==> src/core/spc_pkg.sv <==
// shared constants of the serial peripheral core
package spc_pkg;
	localparam int AW = 4;
	localparam int DW = 16;
	localparam logic [3:0] MODE_ADDR = 4'h0;
	localparam logic [3:0] STAT_ADDR = 4'h1;
	localparam logic [3:0] TXD_ADDR = 4'h2;
	localparam logic [3:0] RXD_ADDR = 4'h3;
	localparam int M_EN = 0;
	localparam int M_MST = 1;
	localparam int M_LOOP = 2;
	localparam int M_CI = 3;
	localparam int M_CP = 4;
	localparam int M_OD = 5;
	localparam int M_CLEN = 6;
	localparam int M_PRE = 10;
	localparam int M_PM = 12;
	localparam int S_FAULT = 0;
	localparam int S_OVR = 1;
	localparam int S_TXF = 2;
	localparam int S_RXF = 3;
	localparam int S_BUSY = 4;
	localparam logic [15:0] MODE_RST = 16'h0000;
	localparam logic [3:0] CLEN_MIN = 4'h3;
	localparam logic [3:0] CLEN_MAX = 4'hf;
	localparam logic [5:0] PRE_LIM1 = 6'h00;
	localparam logic [5:0] PRE_LIM4 = 6'h03;
	localparam logic [5:0] PRE_LIM16 = 6'h0f;
	localparam logic [5:0] PRE_LIM64 = 6'h3f;
	localparam int CLK_MHZ = 100;
	localparam int MST_HALF_MIN = 2;
endpackage : spc_pkg

==> src/core/spc_core.sv <==
// four-wire synchronous serial port, master or slave
// Summary of operation
// - four-line full-duplex character serial port: data in, data out, clock, select
// - both shifters share one clock: rate generator as master, pin as slave
// - one character shifts out while another shifts in, on opposite edges of the same clock
// - each direction has a holding register plus a shifter, depth two
// - most significant bit of the character goes out first
// - character length programmable from four to sixteen bits
// - buffered next character follows with no forced idle gap
// - master drives select and clock; slave takes both from outside
// - master clock at most a quarter, slave also at most a quarter of the system clock
// - master clock comes from its own programmable rate generator
// - rate source is system clock divided by 1, 4, 16 or 64
// - controller-in line is input as master, driven output as slave
// - controller-out line is driven output as master, input as slave
// - software sets clock phase and idle polarity
// - optional open-drain drive on serial outputs for multi-master sharing
// - loopback mode feeds transmit shifter output into receive shifter
// - select low while master sets fault, disables port, releases drivers
// - as slave, clock edges count only while select is asserted
// - master clock toggles only during character bits, else idle level
//
// Local design decisions: the placing of the registers and the strobed register port.
`timescale 1ns/1ps
module spc_core (
	input wire logic clk,
	input wire logic sys_rst,
	input wire logic [spc_pkg::AW-1:0] reg_addr,
	input wire logic [spc_pkg::DW-1:0] reg_wdata,
	input wire logic reg_wr,
	input wire logic reg_rd,
	output logic [spc_pkg::DW-1:0] reg_rdata,
	input wire logic serial_shift_clock_in,
	output logic serial_shift_clock_out,
	output logic serial_shift_clock_oe_n,
	input wire logic controller_out_line_in,
	output logic controller_out_line_out,
	output logic controller_out_line_oe_n,
	input wire logic controller_in_line_in,
	output logic controller_in_line_out,
	output logic controller_in_line_oe_n,
	input wire logic select_input_n,
	output logic select_output_n
);
	typedef struct packed {
		logic [15:0] mode;
		logic fault;
		logic ovr;
		logic txf;
		logic [15:0] txd;
		logic rxf;
		logic [15:0] rxd;
		logic busy;
		logic [15:0] tsh;
		logic [15:0] rsh;
		logic [4:0] cnt;
		logic ph;
		logic dout;
		logic [5:0] pcnt;
		logic [4:0] bcnt;
		logic sprev;
		logic [15:0] rdata;
		logic sclk;
		logic sclk_oen;
		logic mosi;
		logic mosi_oen;
		logic miso;
		logic miso_oen;
		logic seln;
	} spc_core_st_t;

	spc_core_st_t r;
	spc_core_st_t n;
	logic [3:0] pin_q;
	logic sclk_q;
	logic sel_act;
	logic mosi_q;
	logic miso_q;
	logic rt;
	logic hedge;
	logic lead;
	logic trail;
	logic din;
	logic pop;
	logic done;
	logic [3:0] clen;
	logic [4:0] len;

	function automatic logic [5:0] pre_lim(input logic [1:0] sel);
		case (sel)
			2'h0: pre_lim = spc_pkg::PRE_LIM1;
			2'h1: pre_lim = spc_pkg::PRE_LIM4;
			2'h2: pre_lim = spc_pkg::PRE_LIM16;
			default: pre_lim = spc_pkg::PRE_LIM64;
		endcase
	endfunction : pre_lim

	// active-low enable; open drain only pulls low
	function automatic logic pin_oen(input logic drv, input logic od, input logic v);
		pin_oen = !(drv && (!od || !v));
	endfunction : pin_oen

	spc_sync3 #(
		.W(4)
	) u_sync (
		.clk(clk),
		.sys_rst(sys_rst),
		.d({serial_shift_clock_in, select_input_n, controller_out_line_in, controller_in_line_in}),
		.q(pin_q)
	);

	assign sclk_q = pin_q[3];
	assign sel_act = !pin_q[2];
	assign mosi_q = pin_q[1];
	assign miso_q = pin_q[0];
	assign clen = (r.mode[spc_pkg::M_CLEN+:4] < spc_pkg::CLEN_MIN) ?
		spc_pkg::CLEN_MIN : r.mode[spc_pkg::M_CLEN+:4];
	assign len = {1'b0, clen} + 5'h01;

	always_comb
	begin
		n = r;
		rt = 1'b0;
		hedge = 1'b0;
		lead = 1'b0;
		trail = 1'b0;
		done = 1'b0;
		pop = reg_rd && (reg_addr == spc_pkg::RXD_ADDR);
		// register writes first, hardware events after so sets win
		if (reg_wr)
		begin
			case (reg_addr)
				spc_pkg::MODE_ADDR: n.mode = reg_wdata;
				spc_pkg::STAT_ADDR:
				begin
					if (reg_wdata[spc_pkg::S_FAULT])
						n.fault = 1'b0;
					if (reg_wdata[spc_pkg::S_OVR])
						n.ovr = 1'b0;
				end
				spc_pkg::TXD_ADDR:
				begin
					if (!r.txf)
					begin
						n.txd = reg_wdata;
						n.txf = 1'b1;
					end
				end
				default: ;
			endcase
		end
		if (pop)
			n.rxf = 1'b0;
		case (reg_addr)
			spc_pkg::MODE_ADDR: n.rdata = r.mode;
			spc_pkg::STAT_ADDR: n.rdata = {11'h000, r.busy, r.rxf, r.txf, r.ovr, r.fault};
			spc_pkg::TXD_ADDR: n.rdata = r.txd;
			spc_pkg::RXD_ADDR: n.rdata = r.rxd;
			default: n.rdata = 16'h0000;
		endcase
		if (!reg_rd)
			n.rdata = 16'h0000;
		// prescaler and rate generator run only while a master character is active
		if (r.mode[spc_pkg::M_EN] && r.mode[spc_pkg::M_MST] && r.busy)
		begin
			if (r.pcnt >= pre_lim(r.mode[spc_pkg::M_PRE+:2]))
			begin
				n.pcnt = 6'h00;
				rt = 1'b1;
			end
			else
				n.pcnt = r.pcnt + 6'h01;
			if (rt)
			begin
				// half period is pm+2 rate ticks, never above a quarter clock rate
				if (r.bcnt >= {1'b0, r.mode[spc_pkg::M_PM+:4]} + 5'h01)
				begin
					n.bcnt = 5'h00;
					hedge = 1'b1;
				end
				else
					n.bcnt = r.bcnt + 5'h01;
			end
		end
		else
		begin
			n.pcnt = 6'h00;
			n.bcnt = 5'h00;
		end
		n.sprev = sclk_q;
		if (r.mode[spc_pkg::M_MST])
		begin
			lead = hedge && !r.ph;
			trail = hedge && r.ph;
		end
		else if (r.mode[spc_pkg::M_EN] && sel_act && r.busy && (sclk_q != r.sprev))
		begin
			lead = (sclk_q != r.mode[spc_pkg::M_CI]);
			trail = (sclk_q == r.mode[spc_pkg::M_CI]);
		end
		din = r.mode[spc_pkg::M_LOOP] ? r.dout : (r.mode[spc_pkg::M_MST] ? miso_q : mosi_q);
		if (lead)
		begin
			n.ph = 1'b1;
			if (r.mode[spc_pkg::M_CP])
			begin
				n.dout = r.tsh[15];
				n.tsh = {r.tsh[14:0], 1'b1};
			end
			else
			begin
				n.rsh = {r.rsh[14:0], din};
				n.cnt = r.cnt + 5'h01;
			end
		end
		if (trail)
		begin
			n.ph = 1'b0;
			if (r.mode[spc_pkg::M_CP])
			begin
				n.rsh = {r.rsh[14:0], din};
				n.cnt = r.cnt + 5'h01;
			end
			done = (n.cnt == len);
			if (done)
			begin
				n.busy = 1'b0;
				if (r.rxf && !pop)
					n.ovr = 1'b1;
				else
				begin
					n.rxd = n.rsh;
					n.rxf = 1'b1;
				end
			end
			else if (!r.mode[spc_pkg::M_CP])
			begin
				n.dout = r.tsh[15];
				n.tsh = {r.tsh[14:0], 1'b1};
			end
		end
		// slave aborts the character when select goes high
		if (!r.mode[spc_pkg::M_MST] && !sel_act)
		begin
			n.busy = 1'b0;
			n.ph = 1'b0;
			n.cnt = 5'h00;
		end
		// load next character, in the same cycle the last one ends
		if (r.mode[spc_pkg::M_EN] && !n.busy && (r.mode[spc_pkg::M_MST] ? r.txf : sel_act))
		begin
			n.busy = 1'b1;
			n.cnt = 5'h00;
			n.ph = 1'b0;
			n.rsh = 16'h0000;
			n.bcnt = 5'h00;
			// slave with nothing queued sends ones
			n.tsh = r.txf ? (r.txd << (spc_pkg::CLEN_MAX - clen)) : 16'hffff;
			if (r.txf)
				n.txf = 1'b0;
			if (!r.mode[spc_pkg::M_CP])
			begin
				n.dout = n.tsh[15];
				n.tsh = {n.tsh[14:0], 1'b1};
			end
		end
		// a second master pulls our select low
		if (r.mode[spc_pkg::M_EN] && r.mode[spc_pkg::M_MST] && sel_act)
		begin
			n.fault = 1'b1;
			n.mode[spc_pkg::M_EN] = 1'b0;
		end
		if (!n.mode[spc_pkg::M_EN])
		begin
			n.busy = 1'b0;
			n.ph = 1'b0;
			n.cnt = 5'h00;
			n.pcnt = 6'h00;
			n.bcnt = 5'h00;
		end
		// pins, all registered
		n.sclk = n.mode[spc_pkg::M_CI] ^ (n.busy && n.ph);
		n.mosi = n.dout;
		n.miso = n.dout;
		n.sclk_oen = pin_oen(n.mode[spc_pkg::M_EN] && n.mode[spc_pkg::M_MST] && !n.fault,
			n.mode[spc_pkg::M_OD], n.sclk);
		n.mosi_oen = pin_oen(n.mode[spc_pkg::M_EN] && n.mode[spc_pkg::M_MST] && !n.fault,
			n.mode[spc_pkg::M_OD], n.mosi);
		n.miso_oen = pin_oen(n.mode[spc_pkg::M_EN] && !n.mode[spc_pkg::M_MST] && sel_act,
			n.mode[spc_pkg::M_OD], n.miso);
		n.seln = !(n.mode[spc_pkg::M_MST] && n.busy);
	end

	always_ff @(posedge clk)
	begin
		if (sys_rst)
		begin
			r <= '0;
			r.mode <= spc_pkg::MODE_RST;
			r.sprev <= 1'b1;
			r.sclk_oen <= 1'b1;
			r.mosi_oen <= 1'b1;
			r.miso_oen <= 1'b1;
			r.seln <= 1'b1;
		end
		else
			r <= n;
	end

	assign reg_rdata = r.rdata;
	assign serial_shift_clock_out = r.sclk;
	assign serial_shift_clock_oe_n = r.sclk_oen;
	assign controller_out_line_out = r.mosi;
	assign controller_out_line_oe_n = r.mosi_oen;
	assign controller_in_line_out = r.miso;
	assign controller_in_line_oe_n = r.miso_oen;
	assign select_output_n = r.seln;

	chk_fault_set: assert property (@(posedge clk) disable iff (sys_rst)
		(r.mode[spc_pkg::M_EN] && r.mode[spc_pkg::M_MST] && sel_act)
		|=> (r.fault && !r.mode[spc_pkg::M_EN] && !r.busy))
		else $error("select fault not taken");

	chk_fault_drivers: assert property (@(posedge clk) disable iff (sys_rst)
		r.fault |-> (serial_shift_clock_oe_n && controller_out_line_oe_n))
		else $error("drivers on during fault");

	chk_idle_clock: assert property (@(posedge clk) disable iff (sys_rst)
		(!r.busy && r.mode[spc_pkg::M_MST]) |-> (serial_shift_clock_out == r.mode[spc_pkg::M_CI]))
		else $error("master clock not idle");

	chk_miso_dir: assert property (@(posedge clk) disable iff (sys_rst)
		r.mode[spc_pkg::M_MST] |-> controller_in_line_oe_n)
		else $error("controller-in driven as master");

	chk_mosi_dir: assert property (@(posedge clk) disable iff (sys_rst)
		!r.mode[spc_pkg::M_MST] |-> controller_out_line_oe_n)
		else $error("controller-out driven as slave");

	chk_off_still: assert property (@(posedge clk) disable iff (sys_rst)
		!r.mode[spc_pkg::M_EN] |-> (!r.busy && (r.pcnt == 6'h00) && (r.bcnt == 5'h00)))
		else $error("disabled port still running");

	chk_slave_unsel: assert property (@(posedge clk) disable iff (sys_rst)
		(!r.mode[spc_pkg::M_MST] && !sel_act) |=> (!r.busy && (r.cnt == 5'h00)))
		else $error("slave shifting without select");

	chk_tx_hold: assert property (@(posedge clk) disable iff (sys_rst)
		(reg_wr && (reg_addr == spc_pkg::TXD_ADDR) && !r.txf) |=> (r.txf && (r.txd == $past(reg_wdata))))
		else $error("transmit hold not loaded");

	chk_read_lat: assert property (@(posedge clk) disable iff (sys_rst)
		(reg_rd && (reg_addr == spc_pkg::MODE_ADDR)) |=> (reg_rdata == $past(r.mode)) ##1 (reg_rdata == 16'h0000 || $past(reg_rd)))
		else $error("mode read data wrong");
endmodule : spc_core

==> src/core/spc_sync3.sv <==
// three-stage input synchroniser with agreement filter
`timescale 1ns/1ps
module spc_sync3 #(
	parameter int W = 4
) (
	input wire logic clk,
	input wire logic sys_rst,
	input wire logic [W-1:0] d,
	output logic [W-1:0] q
);
	typedef struct packed {
		logic [W-1:0] s1;
		logic [W-1:0] s2;
		logic [W-1:0] s3;
		logic [W-1:0] q;
	} spc_sync_st_t;

	spc_sync_st_t st_reg;
	spc_sync_st_t st_next;

	always_comb
	begin
		st_next = st_reg;
		st_next.s1 = d;
		st_next.s2 = st_reg.s1;
		st_next.s3 = st_reg.s2;
		// a bit moves only once stages two and three agree
		st_next.q = (st_reg.s2 & ~(st_reg.s2 ^ st_reg.s3)) | (st_reg.q & (st_reg.s2 ^ st_reg.s3));
	end

	always_ff @(posedge clk)
	begin
		if (sys_rst)
			st_reg <= '1;
		else
			st_reg <= st_next;
	end

	assign q = st_reg.q;
endmodule : spc_sync3

==> config.mk <==
export PLATFORM = sky130hd
export DESIGN_NAME = spc_core
export DESIGN_NICKNAME = d
export VERILOG_FILES = /design/src/core/spc_pkg.sv /design/src/core/spc_core.sv /design/src/core/spc_sync3.sv
export SDC_FILE = /design/constraint.sdc
export NUM_CORES = 1
export LEC_CHECK = 0
export BUFFER_PORTS_ARGS = -buffer_cell sky130_fd_sc_hd__buf_2
export CAP_MARGIN = 20
export CORE_MARGIN = 3
export CORE_UTILIZATION = 55
export CTS_CLUSTER_DIAMETER = 200
export DETAILED_ROUTE_END_ITERATION = 10
export PLACE_DENSITY_LB_ADDON = 0.08
export RECOVER_POWER = 50
export SYNTH_ARGS = -nofsm -noshare
export SYNTH_HDL_FRONTEND = slang
export SYNTH_HIERARCHICAL = 1
export SYNTH_SLANG_ARGS = --single-unit
==> constraint.sdc <==
create_clock -name clk -period 4.14 [get_ports clk]
set_input_delay 0.414 -clock clk [delete_from_list [all_inputs] [get_ports clk]]
set_output_delay 0.414 -clock clk [all_outputs]
set_load 0.03 [all_outputs]
==> impl_metrics.toml <==
[detailed_routing]
via_count = 6282
first_pass_iteration_count_of_the_detailed_router = 7
drc = 0
wirelength_mm = 18.9
wire_per_inst_um = 18.1
detail_route.iter0.violations = 669
antenna_left = 0
route.detailed.vias_per_inst = 6.01

[grt]
vias_in_the_first_global_route = 5932
grt_usage_pct = 26.2
grt_first_pass_wirelength_mm = 30.6
antenna_found_initial = 0
globalRouteOverflowTotal = 0
largest_net_degree_at_the_start_of_global_routing = 49

[logic_synthesis]
synthDistinctLibCells = 74
yosys-top-cells-area = "dfxtp_1 (38%), mux2i_1 (8.4%), nand2_1 (5.7%)"
synth-edff-count = 0
flip_flop_and_latch_count_after_synthesis = 141
synth_largest_area_cell = "dfxtp_1"
netlist.area_leader.share_pct = 38.2
postSynthCellCount = 850
synthesis.area_per_instance_um2 = 8.68
synth_most_common_cell = "dfxtp_1"
yosys_warnings = 6
synthesis.area_um2 = 7380
synth.net_count = 894
synth_async_sr_flop_share_pct = 0
sequential_fraction_of_the_synthesis_area_pct = 38.2
netlist_top_cells_count = "dfxtp_1 (141), nand2_1 (113), a21oi_1 (75), nor2_1 (72), mux2i_1 (62)"
synthFlopType = "dfxtp_1"

[clocking]
post-cts-setup-buffers = 0
post_cts.resized_instances = 0
clock_tree_from_tritoncts = "yes"
cts_hold_repair.buffers = 0
cts.sink_count = 141
cts.reportedPaths.clkPinSlew_ns = 0.06
clock_path_buffers = 2
clock_latency_on_the_worst_skew_pair_ns = 0.42
cts-root-buf = "clkbuf_16"
cts_made_buffers = 17
cts-htree-levels = 4

[worst_setup_path]
endpoint = "r[66]"
cp_cell_sequence = "ha_1 -> xnor2_1 -> ha_1 -> a21o_1 -> a31oi_1 -> o21ai_1 -> a31oi_4 -> nor4b_1 -> o311ai_4 -> buf_4 -> a41o_2 -> nand2b_1 -> a311oi_1"
crit_buf_inv = 1
slowest_delay_ns = 0.52
cp.depth = 13
r2r-end = "r[66]"
required_ns = 4.40
reg2regPathDepth = 13
critPathMaxFanout = 16
crit_path_end_kind = "register"
critical_path.top_delay_family = "compound AO/OA/AOI/OAI gates"
cpMostUsedCell = "ha_1"
arrival_time_at_the_worst_endpoint_ns = 4.05
crit-reg2reg-launch = "r[123]"
worst-r2r-setup-slack_ns = 0.35
worstSetupStartpoint = "r[123]"
worst-setup-path-type = "register to register"
cell_with_the_largest_stage_delay_on_the_worst_path = "nor4b_1"
worst_setup_path_start_kind = "register"

[timing]
final_max_slew_viol_count = 49
slew_headroom_pct = -38.9
final_min_period_over_clock_period_pct = 91.5
holdWs_ns = 0.165
finalClockSkew_ns = 0.00995
tightest_slew_ns = 2.08
setup_viol = 0
tmin_final_ns = 3.79
totalNegativeSetupSlack_ns = 0
max_clock_freq_mhz = 264
finalHoldViolCount = 0
final_critical_path_setup_slack_ns = 0.350
rsz0062_at_grt = "no"

[worst_hold_path]
holdPathStages = 2
hold_class = "input pin to register"

[die]
core_region_area_um2 = 12900
dieWidth_um = 122
fp.dieArea_um2 = 14800
pin_count = 51
initial_utilization_pct = 57.3
placementRows = 41
floorplan.die.height_um = 122

[power]
static-leakage-power_nw = 3.12
total_power_mw = 3.10
max-vdd-ir-drop_uv = 332
power.density_nw_per_um2 = 380

[placement]
detailed_placer_s_ending_hpwl_mm = 13.5
port_buffers = 50
rd_place_congestion = 0.913
pre_cts_ws_ns = 0.350

[finish]
antenna_diode_count = 0
largest_register_ffs = 103
share_of_cells_above_drive_strength_1_pct = 13.5
area.growth.synth_to_final_pct = 10.6
layout.nets = 905
largest_register = "r"

[run_status]
failed_checks = "capacitance limit, slew limit"
result_of_the_run = "finished with violations"

[run]
maxCapViolations = 1
## cells by family (layout without fill, tap and decap cells)
logic type	after synthesis	in the layout	share of synthesized area, %
buffers and inverters	95	118	6.71
flip-flops	141	141	38.2
XOR/XNOR	20	20	2.37
adder cells (fa/ha/maj)	16	16	2.71
multiplexers	84	84	11.9
AO/OA/AOI/OAI	201	201	19.8
AND/OR/NAND/NOR	293	293	18.2
## stage by stage
step	area (um^2)	util (%)	std cells
2_1_floorplan	7380	-	850
3_3_place_gp	7570	58.8	1014
3_5_place_dp	7570	58.8	1014
4_1_cts	8200	63.7	1045
5_1_grt	8160	63.4	1045
6_report	8160	63.4	1045
## metal layers
metal	global-route usage, %	part of all wire [%]	wire, um	vias up
met5	0	0	0	-
met3	6.17	6.8	1290	35
met1	35.0	46	8640	2962
li1	-	-	-	3034
met4	9.66	1.9	363	0
met2	41.4	45	8580	251
## area by class of cell
cell class | count | area (um^2)
fillers | 1125 | 4710
clock buffers | 23 | 508
well taps | 172 | 215
repair buffers | 68 | 352
multi-input cells | 614 | 4070
inverters | 19 | 71.3
clock inverters | 8 | 128
flip-flops and latches | 141 | 2820
## power by group
part / switching, mW / internal (mW) / total (mW) / leakage [nW]
clock: 0.570 / 1.04 / 1.61 / 0.308
sequential: 0.00875 / 1.37 / 1.38 / 1.14
combinational: 0.0734 / 0.0380 / 0.111 / 1.67
total: 0.652 / 2.45 / 3.10 / 3.12
## how the worst min path moves through the flow
stage | start | endpoint | slack (ns)
after floorplan | u_sync/st_next[9] | u_sync/st_next[5] | 0.38
after global placement | u_sync/st_next[10] | u_sync/st_next[6] | 0.39
after detailed placement | u_sync/st_next[11] | u_sync/st_next[7] | 0.40
after CTS | select_input_n | u_sync/st_next[10] | 0.15
after global routing | controller_in_line_in | u_sync/st_next[8] | 0.16
final | select_input_n | u_sync/st_next[10] | 0.17
## worst reg2reg max path, cell delays in order, from the launching register on
cell	delay [ns]
dfxtp_1	0.35
ha_1	0.25
xnor2_1	0.14
ha_1	0.30
a21o_1	0.11
a31oi_1	0.03
o21ai_1	0.36
a31oi_4	0.23
nor4b_1	0.52
o311ai_4	0.17
buf_4	0.19
a41o_2	0.28
nand2b_1	0.47
a311oi_1	0.21
## layout by cell type (no fill, tap or decap), types with 20 or more instances in the layout
cell type and n:
a21oi_1 75, buf_2 26, clkbuf_1 25, dfxtp_1 141, mux2_2 20, mux2i_1 62
nand2_1 113, nand3_1 35, nor2_1 72, o21ai_0 20
Note: power is estimated with default switching activity, not from simulation.
